File: src/asrp_pkg.sv
// shared constants and types for the serial result port
package asrp_pkg;
  localparam int unsigned CLK_HZ          = 40_000_000;
  localparam int unsigned CONV_TIME_US    = 16_600;
  localparam int unsigned CONV_CYC        = CONV_TIME_US * (CLK_HZ / 1_000_000);
  localparam int unsigned REF_START_US    = 12_000;
  localparam int unsigned REF_START_CYC   = REF_START_US * (CLK_HZ / 1_000_000);
  localparam int unsigned RESULT_W        = 16;
  localparam int unsigned CFG_W           = 4;
  localparam int unsigned CNT_W           = 24;
  localparam logic [15:0] MID_CODE        = 16'h8000;
  localparam logic [15:0] FULL_CODE       = 16'hFFFF;
  localparam logic [15:0] ZERO_CODE       = 16'h0000;
  localparam logic        RATE_RST        = 1'b0;
  localparam logic        SLEEP_RST       = 1'b0;
  localparam logic [4:0]  BITS_LAST       = 5'h10;

  typedef enum logic [1:0] {
    ASRP_CONVERT = 2'b00,
    ASRP_NAP     = 2'b01,
    ASRP_XFER    = 2'b11
  } asrp_state_e;
endpackage

File: src/asrp_buf_if.sv
// result hand-over between converter core and shifter buffer
`timescale 1ns/1ps
interface asrp_buf_if;
  logic        valid;
  logic        ready;
  logic [15:0] data;
  modport src (output valid, output data, input ready);
  modport dst (input valid, input data, output ready);
endinterface

File: src/asrp_buf.sv
// two-entry result buffer with valid/ready on both sides
`timescale 1ns/1ps
module asrp_buf #(
  parameter int unsigned W = 16
) (
  input  wire logic         clk_sys_in,
  input  wire logic         rst_b_in,
  input  wire logic         ce_in,
  asrp_buf_if.dst           up,
  output logic              out_valid_out,
  input  wire logic         out_ready_in,
  output logic [W-1:0]      out_data_out
);
  typedef struct packed {
    logic [1:0][W-1:0] mem;
    logic              rd;
    logic              wr;
    logic [1:0]        cnt;
  } asrp_buf_s;
  asrp_buf_s s_q, s_d;

  assign up.ready      = (s_q.cnt != 2'd2);
  assign out_valid_out = (s_q.cnt != 2'd0);
  assign out_data_out  = s_q.mem[s_q.rd];

  always_comb begin
    logic push;
    logic pop;
    push = 1'b0;
    pop  = 1'b0;
    s_d  = s_q;
    push = up.valid && (s_q.cnt != 2'd2);
    pop  = out_ready_in && (s_q.cnt != 2'd0);
    if (push) begin
      s_d.mem[s_q.wr] = up.data;
      s_d.wr          = ~s_q.wr;
    end
    if (pop) begin
      s_d.rd = ~s_q.rd;
    end
    s_d.cnt = s_q.cnt + {1'b0, push} - {1'b0, pop};
  end

  always_ff @(posedge clk_sys_in or negedge rst_b_in) begin
    if (!rst_b_in) begin
      s_q <= '0;
    end else if (ce_in) begin
      s_q <= s_d;
    end
  end
endmodule

File: src/asrp_top.sv
// serial result port of a 16-bit converter: conversion timing, shifter, config
`timescale 1ns/1ps
module asrp_top #(
  parameter bit          DIFF_VARIANT = 1'b0,
  parameter int unsigned CONV_CYCLES  = asrp_pkg::CONV_CYC,
  parameter int unsigned REF_CYCLES   = asrp_pkg::REF_START_CYC
) (
  input  wire logic        clk_sys_in,
  input  wire logic        rst_b_in,
  input  wire logic        ce_in,
  input  wire logic        sck_in,
  input  wire logic        cs_b_in,
  input  wire logic        sdi_in,
  input  wire logic [15:0] sample_code_in,
  output logic             sdo_out,
  output logic             sdo_oe_out,
  output logic             conv_busy_out,
  output logic             ref_on_out,
  output logic             ref_stable_out,
  output logic             rate_select_bit_out,
  output logic             ref_sleep_bit_out,
  output logic             calib_on_out,
  output logic             slow_rate_out,
  output logic             sample_ack_out
);
  typedef struct packed {
    logic [1:0]             sck_s;
    logic [1:0]             cs_s;
    logic [1:0]             sdi_s;
    logic                   sck_p;
    logic                   cs_p;
    asrp_pkg::asrp_state_e  st;
    logic [asrp_pkg::CNT_W-1:0] cnt;
    logic [asrp_pkg::CNT_W-1:0] ref_cnt;
    logic                   ref_on;
    logic                   sleep_armed;
    logic                   rate;
    logic                   sleep;
    logic [3:0]             cfg;
    logic [4:0]             rbits;
    logic [4:0]             tbits;
    logic [15:0]            shreg;
    logic                   sdo;
    logic                   tied_hi;
    logic                   tied_lo;
    logic                   take;
  } asrp_s;
  asrp_s s_q, s_d;

  asrp_buf_if bif ();
  logic        buf_valid;
  logic [15:0] buf_data;
  logic        core_valid;
  logic        core_done;

  asrp_buf #(
    .W (asrp_pkg::RESULT_W)
  ) u_buf (
    .clk_sys_in    (clk_sys_in),
    .rst_b_in      (rst_b_in),
    .ce_in         (ce_in),
    .up            (bif.dst),
    .out_valid_out (buf_valid),
    .out_ready_in  (s_q.take),
    .out_data_out  (buf_data)
  );

  // pass-through: full scale, zero and every other code return unchanged; analog front end supplies the raw code
  function automatic logic [15:0] clamp_code(input logic [15:0] c);
    if (c == asrp_pkg::FULL_CODE) begin
      clamp_code = asrp_pkg::FULL_CODE;
    end else if (c == asrp_pkg::ZERO_CODE) begin
      clamp_code = asrp_pkg::ZERO_CODE;
    end else begin
      clamp_code = c;
    end
  endfunction

  function automatic logic [asrp_pkg::CNT_W-1:0] conv_len(input logic slow);
    if (slow) begin
      conv_len = asrp_pkg::CNT_W'(2 * CONV_CYCLES);
    end else begin
      conv_len = asrp_pkg::CNT_W'(CONV_CYCLES);
    end
  endfunction

  logic sck_rise;
  logic sck_fall;
  logic cs_rise;
  logic cs_fall;
  logic cs_low;
  logic slow;
  assign sck_rise = s_q.sck_s[1] & ~s_q.sck_p;
  assign sck_fall = ~s_q.sck_s[1] & s_q.sck_p;
  assign cs_rise  = s_q.cs_s[1] & ~s_q.cs_p;
  assign cs_fall  = ~s_q.cs_s[1] & s_q.cs_p;
  assign cs_low   = ~s_q.cs_s[1];
  assign slow     = ~DIFF_VARIANT & s_q.rate;

  assign core_valid = (s_q.st == asrp_pkg::ASRP_CONVERT) && (s_q.cnt == '0);
  assign core_done  = core_valid && bif.ready;
  assign bif.valid  = core_valid;
  assign bif.data   = clamp_code(sample_code_in);

  always_comb begin
    s_d          = s_q;
    s_d.sck_s    = {s_q.sck_s[0], sck_in};
    s_d.cs_s     = {s_q.cs_s[0], cs_b_in};
    s_d.sdi_s    = {s_q.sdi_s[0], sdi_in};
    s_d.sck_p    = s_q.sck_s[1];
    s_d.cs_p     = s_q.cs_s[1];
    s_d.take     = 1'b0;
    if (s_q.ref_cnt != '0) begin
      s_d.ref_cnt = s_q.ref_cnt - 1'b1;
    end
    case (s_q.st)
      asrp_pkg::ASRP_CONVERT: begin
        if (s_q.cnt != '0) begin
          s_d.cnt = s_q.cnt - 1'b1;
        end else if (core_done) begin
          s_d.st = asrp_pkg::ASRP_NAP;
          if (s_q.sleep_armed) begin
            s_d.ref_on = 1'b0;
          end
        end
        s_d.sdo = 1'b1;
      end
      asrp_pkg::ASRP_NAP: begin
        s_d.sdo = 1'b0;
        if (cs_low && buf_valid) begin
          s_d.st    = asrp_pkg::ASRP_XFER;
          s_d.shreg = buf_data;
          s_d.sdo   = buf_data[15];
          s_d.take  = 1'b1;
          s_d.rbits = '0;
          s_d.tbits = '0;
          s_d.tied_hi = 1'b1;
          s_d.tied_lo = 1'b1;
          if (!s_q.ref_on) begin
            s_d.ref_on  = 1'b1;
            s_d.ref_cnt = asrp_pkg::CNT_W'(REF_CYCLES);
          end
        end
      end
      asrp_pkg::ASRP_XFER: begin
        if (sck_rise) begin
          s_d.rbits = s_q.rbits + 5'd1;
          if (s_q.rbits < 5'(asrp_pkg::CFG_W)) begin
            s_d.cfg = {s_q.cfg[2:0], s_q.sdi_s[1]};
          end
          s_d.tied_hi = s_q.tied_hi & s_q.sdi_s[1];
          s_d.tied_lo = s_q.tied_lo & ~s_q.sdi_s[1];
        end
        if (sck_fall) begin
          s_d.tbits = s_q.tbits + 5'd1;
          s_d.shreg = {s_q.shreg[14:0], 1'b0};
          s_d.sdo   = s_q.shreg[14];
        end
        if (cs_rise || (sck_fall && s_q.tbits == asrp_pkg::BITS_LAST - 5'd1)
            || (sck_fall && s_q.rbits >= asrp_pkg::BITS_LAST)) begin
          s_d.st  = asrp_pkg::ASRP_CONVERT;
          s_d.cnt = conv_len(slow);
          s_d.sdo = 1'b1;
          if (s_q.rbits >= 5'(asrp_pkg::CFG_W) && s_q.cfg[3] && !s_q.cfg[2]) begin
            s_d.rate  = s_q.cfg[1];
            s_d.sleep = s_q.cfg[0];
            s_d.cnt   = conv_len(~DIFF_VARIANT & s_q.cfg[1]);
          end else if (s_q.rbits >= asrp_pkg::BITS_LAST && s_q.tied_hi) begin
            s_d.rate  = 1'b1;
            s_d.cnt   = conv_len(~DIFF_VARIANT);
          end else if (s_q.rbits >= asrp_pkg::BITS_LAST && s_q.tied_lo) begin
            s_d.rate  = 1'b0;
            s_d.cnt   = conv_len(1'b0);
          end
          s_d.sleep_armed = (s_q.rbits >= 5'(asrp_pkg::CFG_W) && s_q.cfg[3]
                             && !s_q.cfg[2]) ? s_q.cfg[0] : s_q.sleep;
          if (s_q.tied_hi && s_q.rbits >= asrp_pkg::BITS_LAST) begin
            s_d.sleep_armed = 1'b0;
          end
        end
      end
      default: begin
        s_d.st = asrp_pkg::ASRP_CONVERT;
      end
    endcase
  end

  always_ff @(posedge clk_sys_in or negedge rst_b_in) begin
    if (!rst_b_in) begin
      s_q             <= '0;
      s_q.sck_s       <= 2'b00;
      s_q.cs_s        <= 2'b11;
      s_q.cs_p        <= 1'b1;
      s_q.st          <= asrp_pkg::ASRP_CONVERT;
      s_q.cnt         <= asrp_pkg::CNT_W'(CONV_CYCLES);
      s_q.ref_on      <= 1'b1;
      s_q.ref_cnt     <= asrp_pkg::CNT_W'(REF_CYCLES);
      s_q.rate        <= asrp_pkg::RATE_RST;
      s_q.sleep       <= asrp_pkg::SLEEP_RST;
      s_q.sleep_armed <= asrp_pkg::SLEEP_RST;
      s_q.sdo         <= 1'b1;
    end else if (ce_in) begin
      s_q <= s_d;
    end
  end

  assign sdo_out             = s_q.sdo;
  assign sdo_oe_out          = ~s_q.cs_s[1];
  assign conv_busy_out       = (s_q.st == asrp_pkg::ASRP_CONVERT);
  assign ref_on_out          = s_q.ref_on;
  assign ref_stable_out      = s_q.ref_on && (s_q.ref_cnt == '0);
  assign rate_select_bit_out = s_q.rate;
  assign ref_sleep_bit_out   = s_q.sleep;
  assign calib_on_out        = DIFF_VARIANT | s_q.rate;
  assign slow_rate_out       = slow;
  assign sample_ack_out      = core_done;
endmodule

File: config.mk
export PLATFORM = sky130hd
export DESIGN_NAME = asrp_top
export DESIGN_NICKNAME = d
export VERILOG_FILES = /design/src/asrp_pkg.sv /design/src/asrp_buf_if.sv /design/src/asrp_buf.sv /design/src/asrp_top.sv
export SDC_FILE = /design/constraint.sdc
export NUM_CORES = 1
export LEC_CHECK = 0
export BUFFER_PORTS_ARGS = -buffer_cell sky130_fd_sc_hd__buf_2
export CORE_MARGIN = 10
export CORE_UTILIZATION = 25
export CTS_BUF_LIST = sky130_fd_sc_hd__clkbuf_4 sky130_fd_sc_hd__clkbuf_8
export CTS_CLUSTER_DIAMETER = 50
export DETAILED_ROUTE_END_ITERATION = 10
export PLACE_DENSITY = 0.4
export SYNTH_ARGS = -nofsm -noshare
export SYNTH_HDL_FRONTEND = slang
export SYNTH_SLANG_ARGS = --single-unit
File: constraint.sdc
create_clock -name clk_sys_in -period 4.15 [get_ports clk_sys_in]
set_input_delay 0.83 -clock clk_sys_in [delete_from_list [all_inputs] [get_ports clk_sys_in]]
set_output_delay 0.83 -clock clk_sys_in [all_outputs]
set_load 0.005 [all_outputs]
==> impl_metrics.csv, run 1 <==
group,metric,value,unit
yosys,synth-compound-area-share,13.42,%
routing,dr.pass1.iters,4,
timing,finalSetupTns,0,ps
worst_hold_path,min_path_type,"in -> async",
yosys,yosysWarnings,0,
outcome,status,"finished, final reports clean",
floorplan,die_h,183.0,µm
global_routing,grt_max_degree,78,
placement,dp_cells,991,
yosys,synth-seq-cells,131,
setup_path,r2r_start,"s_q[62]",
yosys,synth_top_family_by_area,"simple AND/OR/NAND/NOR gates",
placement,place.gp.congestion,0.7962,
timing,skew,14.26,ps
power_and_ir_drop,power_switching_share,38.25,%
power_and_ir_drop,pwr-share-clk,26.5,%
timing,period_share,90.22,%
timing,hold_violations,0,
yosys,yosysSeqAreaShare,49.72,%
clock_tree,htreeDepth,4,
yosys,synthFlopType,"dfrtp_1",
routing,remaining_drc_errors,0,
floorplan,rows,59,
power_and_ir_drop,powerDensity,563.4,nW/µm²
yosys,synth_edf_count,0,
timing,slew_violations,0,
floorplan,die_area,33470,µm²
yosys,yosys.area_share.simple,18.85,%
setup_path,r2r-end,"u_buf.s_q[25]",
yosys,synth_nets,681,
yosys,synthAdderAreaFrac,1.696,%
yosys,avgSynthCellArea,10.21,µm²
clock_tree,hold_buffers,0,
timing,timing.fmax,267.1,MHz
global_routing,grt_usage,10.30,%
power_and_ir_drop,power_switching,1.634,mW
global_routing,grt_pass1_wl,27920,µm
floorplan,initial_core_util,25.40,%
setup_path,arrival,2910,ps
setup_path,cp.required,3320,ps
timing,worst_slew_margin_rel,24.08,%
clock_tree,clock-root-buffer,"clkbuf_8",
clock_tree,cts_buffers,17,
placement,dp_slack,832.4,ps
power_and_ir_drop,combPwrFrac,28.1,%
clock_tree,post-cts-setup-buffers,0,
routing,wl_per_cell,16.12,µm
floorplan,fp.dieW,183.0,µm
routing,postRouteAntennaNets,0,
placement,hpwlAfterDp,11000,µm
clock_tree,path_clk_slew,80,ps
global_routing,gr-total-overflow,0,
floorplan,core-area,26130,µm²
clock_tree,worstSkewPairLatency,450,ps
timing,fin_ws,405.7,ps
clock_tree,cts_buffer_depth,2,
final_layout,drive_gt1_share,22.24,%
yosys,synth_area,6639,µm²
routing,finalWirelength,16500,µm
final_layout,final_net_count,706,
power_and_ir_drop,p_leak,3.262,nW
final_layout,antennaDiodeCount,0,
setup_path,end_kind,"output port",
power_and_ir_drop,intPower,2.637,mW
timing,setup_viol,0,
setup_path,r2r_slack,820,ps
setup_path,critPathMaxFanout,10,
final_layout,area_growth,14.17,%
timing,grt_setup_unrepaired,"no",
run,maxCapViolCount,0,
yosys,synthArstFlopShare,100.0,%
routing,viasPerCell,4.940,
timing,period_minus_slack,3744,ps
setup_path,crit_type,"reg -> out",
timing,tightest_slew,1128,ps
power_and_ir_drop,pwr-share-seq,45.5,%
yosys,synthMuxAreaShare,10.35,%
final_layout,instances_no_fill,1023,
global_routing,grt_pass1_vias,5316,
yosys,netlist_instances,650,
power_and_ir_drop,max-vdd-ir-drop,0.1877,mV
routing,via_count,5054,
setup_path,start_kind,"register",
yosys,synth_xor_area_share,2.507,%
placement,io_buffers,31,
clock_tree,clock-sinks,131,
clock_tree,cts_resized,0,
yosys,yosysUniqueCellTypes,63,
setup_path,reg2reg_depth,7,
routing,drtIter0Drc,245,
floorplan,io_pins,32,
global_routing,antenna_found_initial,0,
clock_tree,cts_tree,"done",
Yosys cell counts, drive strengths merged, types with 4 or more instances:
cell type | n | area (µm²)
a21boi | 4 | 30.03
a21oi | 35 | 175.2
a31oi | 8 | 50.05
and2 | 7 | 43.79
and3 | 4 | 25.02
buf | 9 | 46.29
clkbuf | 31 | 116.4
dfrtp | 113 | 2828
dfstp | 18 | 473.0
ha | 9 | 112.6
inv | 18 | 67.56
mux2 | 45 | 506.7
mux2i | 18 | 180.2
nand2 | 62 | 232.7
nand3 | 15 | 75.07
nand3b | 4 | 30.03
nand4 | 8 | 56.30
nor2 | 37 | 138.9
nor2b | 4 | 25.02
nor3 | 25 | 130.1
nor4 | 7 | 65.06
o211ai | 14 | 105.1
o21ai | 42 | 210.2
o311ai | 4 | 35.03
o31ai | 9 | 67.56
o41ai | 6 | 52.55
or3 | 17 | 106.4
or4 | 22 | 168.9
xnor2 | 9 | 78.83
xor2 | 10 | 87.58
layout make-up:
class                           count  area [µm²]
Multi-Input combinational cell    461        3108
Inverter                           18       67.56
Tap cell                          335       419.2
Clock inverter                     13       148.9
Clock buffer                       19       261.5
Sequential cell                   131        3301
Fill cell                        2749       18550
Timing Repair Buffer               46       274.0
routing by layer:
metal	track usage (%)	vias up	wire length, µm
met5	0	-	0
met4	4.295	0	302
met3	1.897	24	429
met2	17.14	81	7915
met1	12.87	2511	7847
li1	-	2438	-
layout by cell type, fill, tap and decap left out, drive strengths merged, types with 4 or more instances in the layout:
cell type / instances
nand3b: 4
and2: 7
clkinv: 4
o21ai: 42
o311ai: 4
o211ai: 14
a21oi: 35
nor2b: 4
o41ai: 6
xor2: 10
or3: 17
and3: 4
a21boi: 4
nand3: 15
a31oi: 8
ha: 9
nor4: 7
nor3: 25
dfstp: 18
nand4: 8
o31ai: 9
dfrtp: 113
nor2: 37
or4: 22
buf: 46
xnor2: 9
inv: 22
clkbuf: 19
nand2: 62
mux2i: 18
mux2: 45
critical path, stage by stage (launching register included):
cell and delay, ps:
dfrtp_1 390, inv_1 90, ha_1 160, or3b_2 530, nor4_4 570, nand3b_1 190
nor3_1 310, buf_2 210
cells by family (layout without fill, tap and decap cells):
logic type	after synthesis	in the layout
AND/OR/NAND/NOR	229	229
adder cells (fa/ha/maj)	9	9
buffers and inverters	58	96
XOR/XNOR	19	19
AO/OA/AOI/OAI	141	141
flip-flops	131	131
multiplexers	63	63
stage by stage:
step           util [%]  cell area, µm²  total power [mW]  hold WS [ps]
4_1_cts           29.01            7580             4.337         442.0
3_5_place_dp      27.43            7169             3.171         468.7
5_1_grt           29.01            7580             4.604         466.9
6_report          29.01            7580             4.270         419.4
2_1_floorplan         -            6639             2.766         424.8
3_3_place_gp      27.43            7169             3.133         461.5
power groups by stage:
stage	clock network (mW)	registers, mW	logic [mW]
6_report	1.13	1.94	1.20
5_1_grt	1.23	2.00	1.37
4_1_cts	1.18	1.94	1.21
3_5_place_dp	0	1.96	1.21
3_3_place_gp	0	1.95	1.18
2_1_floorplan	0	1.80	0.961
flip-flops by register name, indices dropped and copies added, names as in the netlist:
| signal | count |
|---|---|
| ref_on_out | 1 |
| s_q | 86 |
| sdo_out | 1 |
| u_buf.s_q | 36 |
| s_d | 5 |
| ref_sleep_bit_out | 1 |
| calib_on_out | 1 |
worst max path at each step:
stage                 start              to  slack, ps  cells past startpoint
floorplan           s_q[62]   u_buf.s_q[25]       1240                      9
global placement    s_q[62]   u_buf.s_q[25]        920                      7
detailed placement  s_q[62]   u_buf.s_q[25]        830                      7
CTS                 s_q[62]  sample_ack_out        350                      7
global route        s_q[62]  sample_ack_out        170                      7
finish              s_q[62]  sample_ack_out        410                      7
Note: power is estimated with default switching activity, not from simulation.
==> inputs of run 2 (changes only) <==
- CORE_UTILIZATION: 25 -> 55
- PLACE_DENSITY: 0.4 -> 0.74
- clock period: 4.15 -> 4.4 ns (I/O delays scaled with it)
==> impl_metrics.csv, run 2 (synthesis results as in run 1) <==
group,metric,value,unit
worst_hold_path,min_path_type,"reg -> reg",
final_layout,regMostFlops,"s_q",
floorplan,die_h,129.9,µm
floorplan,initial_core_util,55.74,%
run,maxCapViolCount,0,
global_routing,gr-total-overflow,0,
clock_tree,worstSkewPairLatency,460,ps
clock_tree,clock-sinks,131,
clock_tree,cts_tree,"done",
final_layout,drive_gt1_share,21.67,%
clock_tree,cts_buffers,17,
setup_path,crit_type,"reg -> out",
routing,dr.pass1.iters,5,
final_layout,seq_area,3301,µm²
final_layout,multi_input_area,3108,µm²
final_layout,antennaDiodeCount,0,
routing,via_count,5093,
final_layout,final_net_count,701,
timing,worst_slew_margin_rel,36.13,%
global_routing,antenna_found_initial,0,
placement,hpwlAfterDp,9476,µm
clock_tree,cts_resized,0,
global_routing,grt_pass1_wl,24570,µm
floorplan,fp.dieW,129.9,µm
power_and_ir_drop,powerDensity,545.9,nW/µm²
timing,hold_violations,0,
routing,finalWirelength,14300,µm
timing,skew,10.65,ps
final_layout,most-common-layout-cells,"113 x dfrtp_1, 62 x nand2_1, 43 x mux2_2",
routing,viasPerCell,6.136,
setup_path,r2r_slack,1090,ps
setup_path,r2r-end,"u_buf.s_q[25]",
placement,place.gp.congestion,0.8602,
final_layout,area_growth,10.21,%
routing,remaining_drc_errors,0,
setup_path,arrival,2940,ps
timing,setup_viol,0,
placement,dp_cells,798,
timing,grt_setup_unrepaired,"no",
final_layout,nFillCells,988,
power_and_ir_drop,max-vdd-ir-drop,0.2595,mV
timing,period_share,86.93,%
clock_tree,htreeDepth,4,
routing,postRouteAntennaNets,0,
routing,drtIter0Drc,434,
final_layout,final_common_cell,"dfrtp_1",
clock_tree,post-cts-setup-buffers,0,
floorplan,io_pins,32,
setup_path,r2r_start,"s_q[62]",
setup_path,start_kind,"register",
floorplan,die_area,16860,µm²
global_routing,grt_pass1_vias,5064,
setup_path,critPathMaxFanout,10,
floorplan,core-area,11910,µm²
floorplan,rows,40,
clock_tree,hold_buffers,0,
clock_tree,cts_buffer_depth,2,
timing,finalSetupTns,0,ps
setup_path,reg2reg_depth,7,
setup_path,cp.required,3520,ps
final_layout,instances_no_fill,830,
final_layout,largest_reg_flops,86,
outcome,status,"finished, final reports clean",
placement,io_buffers,31,
setup_path,end_kind,"output port",
timing,tightest_slew,955.7,ps
clock_tree,path_clk_slew,70,ps
power_and_ir_drop,p_leak,3.238,nW
timing,timing.fmax,261.5,MHz
timing,period_minus_slack,3825,ps
worst_hold_path,worstHoldPathCells,1,
routing,wl_per_cell,17.23,µm
timing,slew_violations,0,
clock_tree,clock-root-buffer,"clkbuf_8",
worst_hold_path,min_to,"ref_on_out",
global_routing,grt_usage,18.00,%
global_routing,grt_max_degree,64,
worst_hold_path,min-delay-start,"s_q[36]",
run 2: report_power, final:
group / total (mW) / internal, mW / switching [mW]
Clock: 1.07 / 0.596 / 0.477
Combinational: 1.09 / 0.424 / 0.666
Sequential: 1.83 / 1.51 / 0.324
run 2: area by class of cell:
| class | count | share of cell area [%] |
|---|---|---|
| Clock buffer | 20 | 3.676 |
| Clock inverter | 12 | 2.120 |
| Inverter | 18 | 0.9234 |
| Multi-Input combinational cell | 461 | 42.48 |
| Sequential cell | 131 | 45.11 |
| Tap cell | 147 | 2.514 |
| Timing Repair Buffer | 41 | 3.181 |
run 2: metrics by stage:
| stage | utilization, % | total power [mW] | instance area (µm²) | hold WS [ps] | setup WS, ps |
|---|---|---|---|---|---|
| after floorplan | - | 2.609 | 6639 | 424.8 | 1456 |
| after global placement | 57.87 | 2.858 | 6893 | 456.7 | 1167 |
| after detailed placement | 57.87 | 2.925 | 6893 | 463.6 | 1066 |
| after CTS | 61.43 | 4.020 | 7317 | 468.3 | 555.3 |
| after global routing | 61.43 | 4.269 | 7317 | 484.2 | 358.1 |
| final | 61.43 | 3.994 | 7317 | 462.9 | 575.2 |
run 2: metal layers:
metal | routed length, µm | track usage [%] | share of wire [%]
met1 | 6382 | 22.25 | 45
met2 | 6995 | 29.47 | 49
met3 | 695 | 5.274 | 4.9
met4 | 225 | 6.349 | 1.6
met5 | 0 | 0 | 0
run 2: critical path, stage by stage, from the launching register on:
cell and delay (ps):
dfrtp_1 400, inv_1 110, ha_1 170, or3b_2 530
nor4_4 540, nand3b_1 180, nor3_1 360, buf_2 210
run 2: worst max-delay path by stage:
stage / cells past startpoint / to / from / slack [ps]
final: 7 / sample_ack_out / s_q[62] / 580
after global routing: 7 / sample_ack_out / s_q[62] / 360
after CTS: 7 / sample_ack_out / s_q[62] / 560
after detailed placement: 7 / sample_ack_out / s_q[62] / 1070
after global placement: 7 / sample_ack_out / s_q[62] / 1170
after floorplan: 7 / sample_ack_out / s_q[62] / 1460
==> inputs of run 3 (changes only) <==
- clock period: 4.4 -> 3.6 ns (I/O delays scaled with it)
==> impl_metrics.csv, run 3 (synthesis results as in run 1) <==
group,metric,value,unit
outcome,status,"finished, final reports clean",
floorplan,die_h,129.9,µm
setup_path,cp_slowest_stage_delay,600,ps
final_layout,largest_reg_flops,86,
floorplan,fp.dieW,129.9,µm
clock_tree,clock-sinks,131,
routing,remaining_drc_errors,0,
final_layout,regMostFlops,"s_q",
global_routing,grt_usage,18.21,%
final_layout,final_net_count,711,
power_and_ir_drop,powerDensity,675.0,nW/µm²
clock_tree,clock-root-buffer,"clkbuf_8",
routing,finalWirelength,14300,µm
setup_path,end_kind,"output port",
clock_tree,cts_tree,"done",
setup_path,cp.required,2880,ps
global_routing,grt_max_degree,70,
final_layout,final_common_cell,"dfrtp_1",
clock_tree,cts_buffers,17,
timing,period_share,93.63,%
clock_tree,htreeDepth,4,
floorplan,core-area,11910,µm²
timing,grt_setup_unrepaired,"no",
timing,period_minus_slack,3371,ps
final_layout,antennaDiodeCount,0,
routing,postRouteAntennaNets,0,
routing,wl_per_cell,17.03,µm
placement,io_buffers,31,
setup_path,crit_buf_inv,2,
final_layout,multi_input_area,3113,µm²
floorplan,rows,40,
clock_tree,cts_buffer_depth,2,
routing,via_count,5146,
power_and_ir_drop,p_leak,3.311,nW
timing,fin_ws,229.5,ps
clock_tree,worstSkewPairLatency,450,ps
setup_path,arrival,2650,ps
final_layout,drive_gt1_share,22.94,%
timing,worst_slew_margin_rel,34.38,%
placement,hpwlAfterDp,9794,µm
routing,viasPerCell,6.126,
routing,drtIter0Drc,357,
final_layout,fin_area,7431,µm²
final_layout,most-common-layout-cells,"113 x dfrtp_1, 62 x nand2_1, 43 x mux2_2",
worst_hold_path,min_path_type,"in -> async",
timing,finalSetupTns,0,ps
placement,dp_slack,619.3,ps
final_layout,seq_area,3301,µm²
floorplan,die_area,16860,µm²
global_routing,grt_pass1_wl,24960,µm
setup_path,critPathMaxFanout,7,
floorplan,io_pins,32,
setup_path,critPathTopFamily,"simple AND/OR/NAND/NOR gates",
timing,setup_viol,0,
setup_path,cp_cell_sequence,"inv_1 > ha_1 > or4b_2 > or4_1 > nor3_1 > buf_2",
timing,slew_violations,0,
floorplan,initial_core_util,55.74,%
routing,dr.pass1.iters,5,
setup_path,cpMaxStageDelayCell,"or4b_2",
placement,place.gp.congestion,0.8716,
setup_path,start_kind,"register",
final_layout,nFillCells,985,
global_routing,antenna_found_initial,0,
timing,whs,391.5,ps
global_routing,grt_pass1_vias,5231,
timing,skew,9.799,ps
setup_path,crit_type,"reg -> out",
global_routing,gr-total-overflow,0,
run,maxCapViolCount,0,
final_layout,area_growth,11.93,%
timing,timing.fmax,296.7,MHz
clock_tree,path_clk_slew,80,ps
timing,hold_violations,0,
placement,placed_area,6968,µm²
power_and_ir_drop,max-vdd-ir-drop,0.4412,mV
timing,tightest_slew,984.2,ps
-- run 3: changes by cell type in the layout (fill, tap and decap cells not counted) --
cell / before / now
nor3_2: 1 / 2
clkinv_2: 2 / 1
buf_4: 11 / 21
nor3_1: 24 / 23
bufinv_16: 3 / 4
clkbuf_8: 19 / 20
clkinvlp_4: 5 / 2
clkinv_4: 1 / 3
-- run 3: what timing repair did --
item | 4_1_cts | 5_1_grt
setup endpoints to repair | 0 | 1
buffers inserted | 0 | 0
hold buffers | 0 | 0
gates resized for setup | 0 | 1
endpoints found under the hold margin | 0 | 0
-- run 3: area by class of cell --
cell class | count | area share [%]
Clock inverter | 11 | 2.357
Clock buffer | 21 | 3.805
Multi-Input combinational cell | 461 | 41.89
Sequential cell | 131 | 44.42
Tap cell | 147 | 2.475
Inverter | 18 | 0.9092
Timing Repair Buffer | 51 | 4.142
-- run 3: final timing paths --
kind,startpoint,to,slack [ps],depth (start not counted)
max in group asynchronous,rst_b_in,s_q[8],2300,2
min in group clk_sys_in,s_q[36],ref_on_out,460,1
hold reg to reg,s_q[36],ref_on_out,460,1
setup reg to reg,s_q[44],s_q[60],640,5
setup / recovery,s_q[38],ref_stable_out,230,6
hold / removal,rst_b_in,s_q[31],390,1
-- run 3: report_power, final --
| part | internal [mW] | switching, mW | total, mW |
|---|---|---|---|
| clock network | 0.822 | 0.586 | 1.41 |
| registers | 1.84 | 0.403 | 2.24 |
| logic | 0.541 | 0.821 | 1.36 |
-- run 3: per-stage QoR --
| stage | utilization, % | power [mW] | cells |
|---|---|---|---|
| floorplan | - | 3.189 | 650 |
| global placement | 58.50 | 3.530 | 808 |
| detailed placement | 58.50 | 3.609 | 808 |
| CTS | 62.34 | 5.034 | 840 |
| global route | 62.38 | 5.351 | 840 |
| finish | 62.38 | 5.016 | 840 |
-- run 3: layer usage --
metal	global-route usage, %	vias to the layer above	routed length (µm)
met5	0	-	0
met4	5.754	0	175
met3	4.868	18	752
met2	29.89	147	7121
met1	22.99	2537	6255
li1	-	2444	-
